`src/dwlpd_pkg.sv`:
```
// Package for the DAC wiper latch and power-down control block.
// Assumes a 250 MHz pclk and an APB master on the register side.
`default_nettype none

package dwlpd_pkg;

	localparam int NCH = 2;
	localparam int DAC_W = 12;

	// Register byte offsets
	localparam logic [31:0] OFS_DAC0    = 32'h0000_0000;
	localparam logic [31:0] OFS_DAC1    = 32'h0000_0004;
	localparam logic [31:0] OFS_VCFG    = 32'h0000_0008;
	localparam logic [31:0] OFS_NVCFG   = 32'h0000_000c;
	localparam logic [31:0] OFS_NVDAC0  = 32'h0000_0010;
	localparam logic [31:0] OFS_NVDAC1  = 32'h0000_0014;
	localparam logic [31:0] OFS_CMD     = 32'h0000_0018;
	localparam logic [31:0] OFS_WIPER0  = 32'h0000_001c;
	localparam logic [31:0] OFS_WIPER1  = 32'h0000_0020;
	localparam logic [31:0] OFS_STATUS  = 32'h0000_0024;

	// Field positions
	localparam int CFG_W       = 5;
	localparam int CMD_GC_RST  = 0;
	localparam int CMD_GC_WAKE = 1;
	localparam int ST_HOLD     = 0;
	localparam int ST_OFF      = 1;
	localparam int ST_DRIVE    = 3;
	localparam int ST_GAINBAD  = 5;

	// Power-down selector codes
	localparam logic [1:0] PD_NORMAL = 2'h0;
	localparam logic [1:0] PD_1K     = 2'h1;
	localparam logic [1:0] PD_100K   = 2'h2;
	localparam logic [1:0] PD_OPEN   = 2'h3;

	// Reference source codes
	localparam logic [1:0] REF_VDD     = 2'h0;
	localparam logic [1:0] REF_BANDGAP = 2'h1;
	localparam logic [1:0] REF_PIN_UNB = 2'h2;
	localparam logic [1:0] REF_PIN_BUF = 2'h3;

	typedef struct packed {
		logic       output_gain_sel;
		logic [1:0] ref_source_sel;
		logic [1:0] power_down_sel;
	} dwlpd_cfg_t;

	typedef struct packed {
		logic [DAC_W-1:0] wiper;
		logic             amp_drive;
		logic             pulldown_1k;
		logic             pulldown_100k;
		logic             ladder_en;
		logic             ladder_ref_conn;
		logic             rl_amp_en;
		logic             bandgap_en;
	} dwlpd_ctl_t;

	typedef enum logic [1:0] {
		PDS_ON,
		PDS_ENTER,
		PDS_OFF,
		PDS_EXIT
	} dwlpd_pds_t;

	// Reset values
	localparam dwlpd_cfg_t       CFG_RST  = '0;
	localparam logic [DAC_W-1:0] DAC_RST  = 12'h000;
	localparam logic             HOLD_RST = 1'b1;

	// Timing
	localparam int CLK_MHZ      = 250;
	localparam int PD_ENTER_NS  = 1000;
	localparam int PD_EXIT_NS   = 2000;
	localparam int CNT_W        = 10;
	localparam logic [CNT_W-1:0] ENTER_CYC =
		CNT_W'((PD_ENTER_NS * CLK_MHZ + 999) / 1000);
	localparam logic [CNT_W-1:0] EXIT_CYC =
		CNT_W'((PD_EXIT_NS * CLK_MHZ + 999) / 1000);

endpackage : dwlpd_pkg

`default_nettype wire

```
`src/dwlpd_core.sv`:
```
// DAC wiper latch and per-channel power-down control, APB register slave.
// Assumes wiper_hold_n is an asynchronous pin; analog stage follows ctl.
//
// Operation
// - Hold high blocks wiper copy, writes accepted
// - Transfer is level sensitive while hold low
// - Hold low loads wiper on new value
// - Hold pin sampled independent of bus
// - Wipers on one hold pin update together
// - Two-bit selector picks output load
// - Separate power-down selector per channel
// - Power-down disables amp, ladder, keeps registers
// - Source enables follow selector and reference, bandgap_en reference only
// - Enter delay before pull-down engages
// - Exit delay before amp drives again
// - Exit re-enables circuits, drives current value
// - Write with selector 00 ends power-down
// - Wake forces 00; reset uses stored value
// - Selector changes by write, wake or reset copy
// - Only listed commands alter the selector
// - Bus stays active in every power-down
// - General reset reloads DAC and config from nonvolatile copies
`default_nettype none

module dwlpd_core
	import dwlpd_pkg::*;
(
	input  wire logic                 pclk,
	input  wire logic                 presetn,
	input  wire logic                 ce,
	input  wire logic                 psel,
	input  wire logic                 penable,
	input  wire logic                 pwrite,
	input  wire logic [31:0]          paddr,
	input  wire logic [31:0]          pwdata,
	input  wire logic [3:0]           pstrb,
	input  wire logic                 wiper_hold_n,
	output var  logic                 pready,
	output var  logic [31:0]          prdata,
	output var  logic                 pslverr,
	output var  dwlpd_ctl_t [NCH-1:0] chan_ctl
);

	function automatic logic is_mapped(input logic [31:0] a);
		unique case (a)
			OFS_DAC0, OFS_DAC1, OFS_VCFG, OFS_NVCFG, OFS_NVDAC0,
			OFS_NVDAC1, OFS_CMD, OFS_WIPER0, OFS_WIPER1,
			OFS_STATUS: is_mapped = 1'b1;
			default:    is_mapped = 1'b0;
		endcase
	endfunction : is_mapped

	logic                  pready_q;
	logic                  pslverr_q;
	logic [31:0]           prdata_q;
	logic [2:0]            hold_sync_q;
	logic                  hold_q;
	logic [DAC_W-1:0]      dac_q    [NCH];
	logic [DAC_W-1:0]      nvdac_q  [NCH];
	dwlpd_cfg_t            vcfg_q   [NCH];
	dwlpd_cfg_t            nvcfg_q  [NCH];
	dwlpd_ctl_t            ctl_q    [NCH];
	dwlpd_pds_t            pds_q    [NCH];
	logic [CNT_W-1:0]      cnt_q    [NCH];
	logic [NCH-1:0]        off_st;
	logic [NCH-1:0]        drive_st;
	logic [NCH-1:0]        gain_bad;
	logic                  setup;
	logic                  wr_ok;
	logic                  gc_rst;
	logic                  gc_wake;
	logic [2*CFG_W-1:0]    vcfg_word;
	logic [2*CFG_W-1:0]    nvcfg_word;

	assign setup   = psel & ~penable;
	assign wr_ok   = psel & penable & pready_q & pwrite & is_mapped(paddr);
	assign gc_rst  = wr_ok & (paddr == OFS_CMD) & pwdata[CMD_GC_RST];
	assign gc_wake = wr_ok & (paddr == OFS_CMD) & pwdata[CMD_GC_WAKE];
	assign vcfg_word  = {vcfg_q[1], vcfg_q[0]};
	assign nvcfg_word = {nvcfg_q[1], nvcfg_q[0]};

	assign pready  = pready_q;
	assign prdata  = prdata_q;
	assign pslverr = pslverr_q;

	// APB answer: one-cycle access phase, registered data and error
	always_ff @(posedge pclk or negedge presetn) begin
		if (!presetn) begin
			pready_q  <= 1'b0;
			pslverr_q <= 1'b0;
		end else if (ce) begin
			pready_q  <= setup & ~pready_q;
			pslverr_q <= setup & ~pready_q & ~is_mapped(paddr);
		end
	end

	// Read data is captured in the setup cycle
	always_ff @(posedge pclk or negedge presetn) begin
		if (!presetn) begin
			prdata_q <= 32'h0000_0000;
		end else if (ce) begin
			if (setup && !pwrite) begin
				unique case (paddr)
					OFS_DAC0:   prdata_q <= 32'(dac_q[0]);
					OFS_DAC1:   prdata_q <= 32'(dac_q[1]);
					OFS_VCFG:   prdata_q <= 32'(vcfg_word);
					OFS_NVCFG:  prdata_q <= 32'(nvcfg_word);
					OFS_NVDAC0: prdata_q <= 32'(nvdac_q[0]);
					OFS_NVDAC1: prdata_q <= 32'(nvdac_q[1]);
					OFS_WIPER0: prdata_q <= 32'(ctl_q[0].wiper);
					OFS_WIPER1: prdata_q <= 32'(ctl_q[1].wiper);
					OFS_STATUS: begin
						prdata_q <= 32'h0000_0000;
						prdata_q[ST_HOLD]             <= hold_q;
						prdata_q[ST_OFF +: NCH]       <= off_st;
						prdata_q[ST_DRIVE +: NCH]     <= drive_st;
						prdata_q[ST_GAINBAD +: NCH]   <= gain_bad;
					end
					default:    prdata_q <= 32'h0000_0000;
				endcase
			end
		end
	end

	// Hold pin: three flops, a change counts once stages two and three agree
	always_ff @(posedge pclk or negedge presetn) begin
		if (!presetn) begin
			hold_sync_q <= {3{HOLD_RST}};
			hold_q      <= HOLD_RST;
		end else if (ce) begin
			hold_sync_q <= {hold_sync_q[1:0], wiper_hold_n};
			if (hold_sync_q[1] == hold_sync_q[2]) begin
				hold_q <= hold_sync_q[2];
			end
		end
	end

	// Nonvolatile copies: only software writes change them
	always_ff @(posedge pclk or negedge presetn) begin
		if (!presetn) begin
			nvcfg_q   <= '{default: CFG_RST};
			nvdac_q   <= '{default: DAC_RST};
		end else if (ce && wr_ok) begin
			if (paddr == OFS_NVCFG) begin
				nvcfg_q[0] <= pwdata[0 +: CFG_W];
				nvcfg_q[1] <= pwdata[CFG_W +: CFG_W];
			end
			if (paddr == OFS_NVDAC0) begin
				nvdac_q[0] <= pwdata[DAC_W-1:0];
			end
			if (paddr == OFS_NVDAC1) begin
				nvdac_q[1] <= pwdata[DAC_W-1:0];
			end
		end
	end

	// Volatile DAC registers: accepted whatever the hold level
	always_ff @(posedge pclk or negedge presetn) begin
		if (!presetn) begin
			dac_q <= '{default: DAC_RST};
		end else if (ce) begin
			if (gc_rst) begin
				dac_q <= nvdac_q;
			end else if (wr_ok && paddr == OFS_DAC0) begin
				dac_q[0] <= pwdata[DAC_W-1:0];
			end else if (wr_ok && paddr == OFS_DAC1) begin
				dac_q[1] <= pwdata[DAC_W-1:0];
			end
		end
	end

	// Volatile configuration; the selector moves only on these events
	always_ff @(posedge pclk or negedge presetn) begin
		if (!presetn) begin
			vcfg_q <= '{default: CFG_RST};
		end else if (ce) begin
			if (gc_rst) begin
				vcfg_q <= nvcfg_q;
			end else if (wr_ok && paddr == OFS_VCFG) begin
				vcfg_q[0] <= pwdata[0 +: CFG_W];
				vcfg_q[1] <= pwdata[CFG_W +: CFG_W];
			end
			if (gc_wake) begin
				vcfg_q[0].power_down_sel <= PD_NORMAL;
				vcfg_q[1].power_down_sel <= PD_NORMAL;
			end
		end
	end

	genvar gi;
	generate
		for (gi = 0; gi < NCH; gi++) begin : g_ch
			dwlpd_cfg_t cfg;
			logic       pd_on;
			logic       powered;

			assign cfg     = vcfg_q[gi];
			assign pd_on   = cfg.power_down_sel != PD_NORMAL;
			assign powered = pds_q[gi] != PDS_OFF;
			assign off_st[gi]   = pds_q[gi] == PDS_OFF;
			assign drive_st[gi] = ctl_q[gi].amp_drive;
			assign gain_bad[gi] = cfg.output_gain_sel &
				(cfg.ref_source_sel == REF_VDD);
			assign chan_ctl[gi] = ctl_q[gi];

			// Enter and exit sequencing of the output stage
			always_ff @(posedge pclk or negedge presetn) begin
				if (!presetn) begin
					pds_q[gi] <= PDS_ON;
					cnt_q[gi] <= '0;
				end else if (ce) begin
					unique case (pds_q[gi])
						PDS_ON: begin
							if (pd_on) begin
								pds_q[gi] <= PDS_ENTER;
								cnt_q[gi] <= ENTER_CYC - 1'b1;
							end
						end
						PDS_ENTER: begin
							if (!pd_on) begin
								pds_q[gi] <= PDS_ON;
							end else if (cnt_q[gi] == '0) begin
								pds_q[gi] <= PDS_OFF;
							end else begin
								cnt_q[gi] <= cnt_q[gi] - 1'b1;
							end
						end
						PDS_OFF: begin
							if (!pd_on) begin
								pds_q[gi] <= PDS_EXIT;
								cnt_q[gi] <= EXIT_CYC - 1'b1;
							end
						end
						PDS_EXIT: begin
							if (pd_on) begin
								pds_q[gi] <= PDS_OFF;
							end else if (cnt_q[gi] == '0) begin
								pds_q[gi] <= PDS_ON;
							end else begin
								cnt_q[gi] <= cnt_q[gi] - 1'b1;
							end
						end
					endcase
				end
			end

			// Wiper and analog enables, all registered
			always_ff @(posedge pclk or negedge presetn) begin
				if (!presetn) begin
					ctl_q[gi] <= '0;
				end else if (ce) begin
					if (!hold_q) begin
						ctl_q[gi].wiper <= dac_q[gi];
					end
					ctl_q[gi].amp_drive <= pds_q[gi] == PDS_ON ||
						pds_q[gi] == PDS_ENTER;
					ctl_q[gi].pulldown_1k <= !powered &&
						cfg.power_down_sel == PD_1K;
					ctl_q[gi].pulldown_100k <= !powered &&
						cfg.power_down_sel == PD_100K;
					ctl_q[gi].ladder_en <= powered &&
						cfg.ref_source_sel != REF_PIN_UNB;
					ctl_q[gi].ladder_ref_conn <= powered;
					ctl_q[gi].rl_amp_en <= powered &&
						(cfg.ref_source_sel == REF_BANDGAP ||
						cfg.ref_source_sel == REF_PIN_BUF);
					ctl_q[gi].bandgap_en <=
						cfg.ref_source_sel == REF_BANDGAP;
				end
			end
		end
	endgenerate

endmodule : dwlpd_core

`default_nettype wire

```
`config.mk`:
```
export PLATFORM = sky130hd
export DESIGN_NAME = dwlpd_core
export DESIGN_NICKNAME = d
export VERILOG_FILES = /design/src/dwlpd_pkg.sv /design/src/dwlpd_core.sv
export SDC_FILE = /design/constraint.sdc
export NUM_CORES = 1
export LEC_CHECK = 0
export BUFFER_PORTS_ARGS = -buffer_cell sky130_fd_sc_hd__buf_2
export CORE_MARGIN = 2
export CORE_UTILIZATION = 55
export DETAILED_ROUTE_END_ITERATION = 8
export GPL_TIMING_DRIVEN = 0
export HOLD_SLACK_MARGIN = 0.03
export MAX_ROUTING_LAYER = met4
export PLACE_DENSITY = 0.89
export SLEW_MARGIN = 5
export SYNTH_ARGS = -nofsm -noshare
export SYNTH_HDL_FRONTEND = slang
export SYNTH_SLANG_ARGS = --single-unit
```
`constraint.sdc`:
```
create_clock -name pclk -period 2.7 [get_ports pclk]
set_clock_uncertainty 0.1 [all_clocks]
set_input_delay 0 -clock pclk [delete_from_list [all_inputs] [get_ports pclk]]
set_output_delay 0 -clock pclk [all_outputs]
set_load 0.02 [all_outputs]
```
==> qor.txt <==
Vias in the first global route: 6545
Cell accounting for the most synthesized area: dfrtp_1
Synthesized area: 7370 sq um
Crit Path Class: reg2reg
Largest delay share family, worst path: simple AND/OR/NAND/NOR gates
Die height: 120 um
TritonCTS clock tree: yes
Total number of vias: 6559
Max Buffers Root-to-Sink: 2
Layout fillers: 984
Mapped Cells: 716
Total core area: 13100 sq um
Site Rows: 42
Max IR drop VDD: 436 uV
Clk root buf: clkbuf_16
Number of enable flip-flop cells after synthesis: 0
Synth top area share: 0.489
Routed len/inst: 19.9 um
Total number of yosys warnings: 0
Critical Path Fanout Max: 16
Antenna Cells: 0
Nets: 956
Synth cell types: 60
GRT overflow: 0
Unrepaired setup endpoints after global routing: false
Antenna viol nets, final: 0
Slowest cell delay on critical path: 520 ps
Crit path launch type: flip-flop
Post-Synth Simple-Gate Area: 0.174
GRT Total Usage: 0.319
Hold Fails Final Rpt: 0
Final Cycle Share: 0.949
Worst Path Required: 2910 ps
CP max-delay cell: or3b_2
Reg clk slew, reported paths: 60 ps
Post-synthesis compound-gate area fraction: 0.167
# Post-CTS Setup Buffers: 0
Commonest cells post-synth: dfrtp_1, nand2_1, o21ai_0
Largest family of logic cells by synthesized area: simple AND/OR/NAND/NOR gates
H-Tree Level Count: 4
Mux share of post-synthesis cell area: 0.0871
Power Density: 575 nW/um^2
Final core occ: 0.691
FMAX: 0.390 GHz
Die width: 120 um
Starting DRC count in detailed routing: 795
Tmin final: 2560 ps
Vias per cell: 6.14
I/O pin cnt: 147
Place WS: -288 ps
Num CTS Buffers: 17
Area contributors post-synth: dfrtp_1, mux2_2, o21ai_0
Ys async rst share: 1.00
WP buf/inv: 1
IO Port Bufs: 102
Avg Cell Area, Syn: 10.3 sq um
Final WL: 21200 um
Setup-failing EPs final: 0
Starting Density: 0.561
Worst-skew pair later-pin latency: 430 ps
Top-count cell post-synth: dfrtp_1
Standby leakage power: 4.35 nW
Seq cells post-synth: 148
Worst slew pin tran: 1220 ps
Max-Cap Viols: 0
First-pass GRT wire length: 34200 um
Post-synthesis xor/xnor area fraction: 0.00713
Initial DRT Pass Iterations: 5
Critical Path End Type: flip-flop
Predominant post-synthesis flop cell: dfrtp_1
Die area: 14300 sq um
Worst Path Arrival: 2770 ps
Largest net degree at the start of global routing: 97
Initial antenna violation count: 0
Slew Limit Headroom: 0.177
Clock Sinks: 148
Area occupied by multi-input gates: 3330 sq um
HPWL after detailed placement: 13900 um
Post-synthesis sequential area ratio: 0.503
GPL Wtd Cong: 0.959
Storage cell area: 3710 sq um
Status: completed
DRC Markers: 0
Min-delay worst type: in2reg
Crit-path cells: inv_1 -> ha_1 -> or3b_2 -> nor3_2 -> a31o_2 -> nor4_1 -> xnor2_1 -> nor2_1
Layout cells sized above 1: 0.289
Synth Area in Adders: 0.00340
Area delta synth->final: 23.2%
Final worst-path setup slack: 137 ps
Fin. max-slew vios: 0
## metal layers
layer | track usage | routed length, um
met2 | 0.497 | 10200
met3 | 0.0746 | 2040
met5 | - | 0
met4 | 0.142 | 747
met1 | 0.399 | 8230
## flip-flops by register name, summed over array words and instances (netlist names), named ones only
register,count
pready,1
hold_sync_q,3
g_ch.cfg,10
pslverr,1
nvcfg_q,10
chan_ctl,38
hold_q,1
dac_q,24
pds_q,2
cnt_q,20
nvdac_q,24
prdata,12
## placed cells by master, fill, tap and decap left out, types with 5 or more instances in the layout
master and instances:
a211oi_1 5, a21oi_1 52, a221oi_1 8, a22o_1 13, a22oi_1 26, and3_1 12
and4_1 5, buf_2 110, buf_4 25, clkbuf_1 20, clkbuf_16 17, conb_1 20
dfrtp_1 144, dlygate4sd3_1 23, inv_1 19, mux2_2 57, nand2_1 65, nand2b_1 8
nand3_1 7, nand4_1 11, nor2_1 35, nor2b_1 15, nor3_1 11, nor4_1 17
nor4_4 5, o21ai_0 58, o21ai_1 10, or3_1 7, xnor2_1 5
## path summary, 6_finish.rpt
path | start | end | slack [ps] | cells past startpoint
min in group asynchronous | presetn | prdata[7] | 410 | 3
max in group asynchronous | presetn | nvcfg_q[9] | 1370 | 4
worst max-delay path | cnt_q[0] | cnt_q[9] | 140 | 8
worst min-delay path | paddr[28] | prdata[8] | 160 | 7
worst max register to register | cnt_q[0] | cnt_q[9] | 140 | 8
worst min register to register | pslverr | pslverr | 390 | 1
## cell type report
cell class / instances / share of cell area
Tap cell: 176 / 0.0243
Inverter: 20 / 0.00827
Clock buffer: 19 / 0.0477
Buffer: 58 / 0.0384
Clock inverter: 13 / 0.0175
Multi-Input combinational cell: 507 / 0.367
Sequential cell: 148 / 0.408
Timing Repair Buffer: 127 / 0.0883
## metrics by stage
stage / power [mW] / std cells / hold slack [ps] / setup TNS (ps) / instance area, sq um
6_report: 5.22 / 1068 / 164 / 0 / 9080
5_1_grt: 5.38 / 1068 / 257 / 0 / 9080
4_1_cts: 5.22 / 1070 / 167 / 0 / 9070
3_5_place_dp: 2.83 / 1014 / -112 / -2620 / 8200
3_3_place_gp: 2.80 / 1013 / 158 / -79930 / 8170
2_1_floorplan: 2.63 / 735 / -396 / 0 / 7440
## power breakdown
group	total [mW]	internal, mW	switching [mW]
Sequential	2.34	2.29	0.0566
Combinational	0.486	0.192	0.295
Clock	2.39	1.45	0.941
## worst register-to-register path, stage by stage, from the launching register on
cell	delay [ps]
dfrtp_1	380
inv_1	90
ha_1	180
or3b_2	520
nor3_2	350
a31o_2	420
nor4_1	130
xnor2_1	220
nor2_1	60
## cells by family (layout without fill, tap and decap cells)
logic type	count (synthesis)	in the layout
AOI/OAI and AO/OA	197	197
other	1	20
xor gates and xnor gates	6	6
muxes	57	57
and+or+nand+nor	225	225
buffers and inverters	80	237
adders and majority gates	2	2
DFF	148	148
## timing repair
action,in CTS,in global routing
gates resized for setup,4,9
cloned,0,0
endpoints found under the hold margin,215,0
pin swaps,0,1
setup endpoints to repair,16,14
hold buffers,24,0
Note: power is estimated with default switching activity, not from simulation.
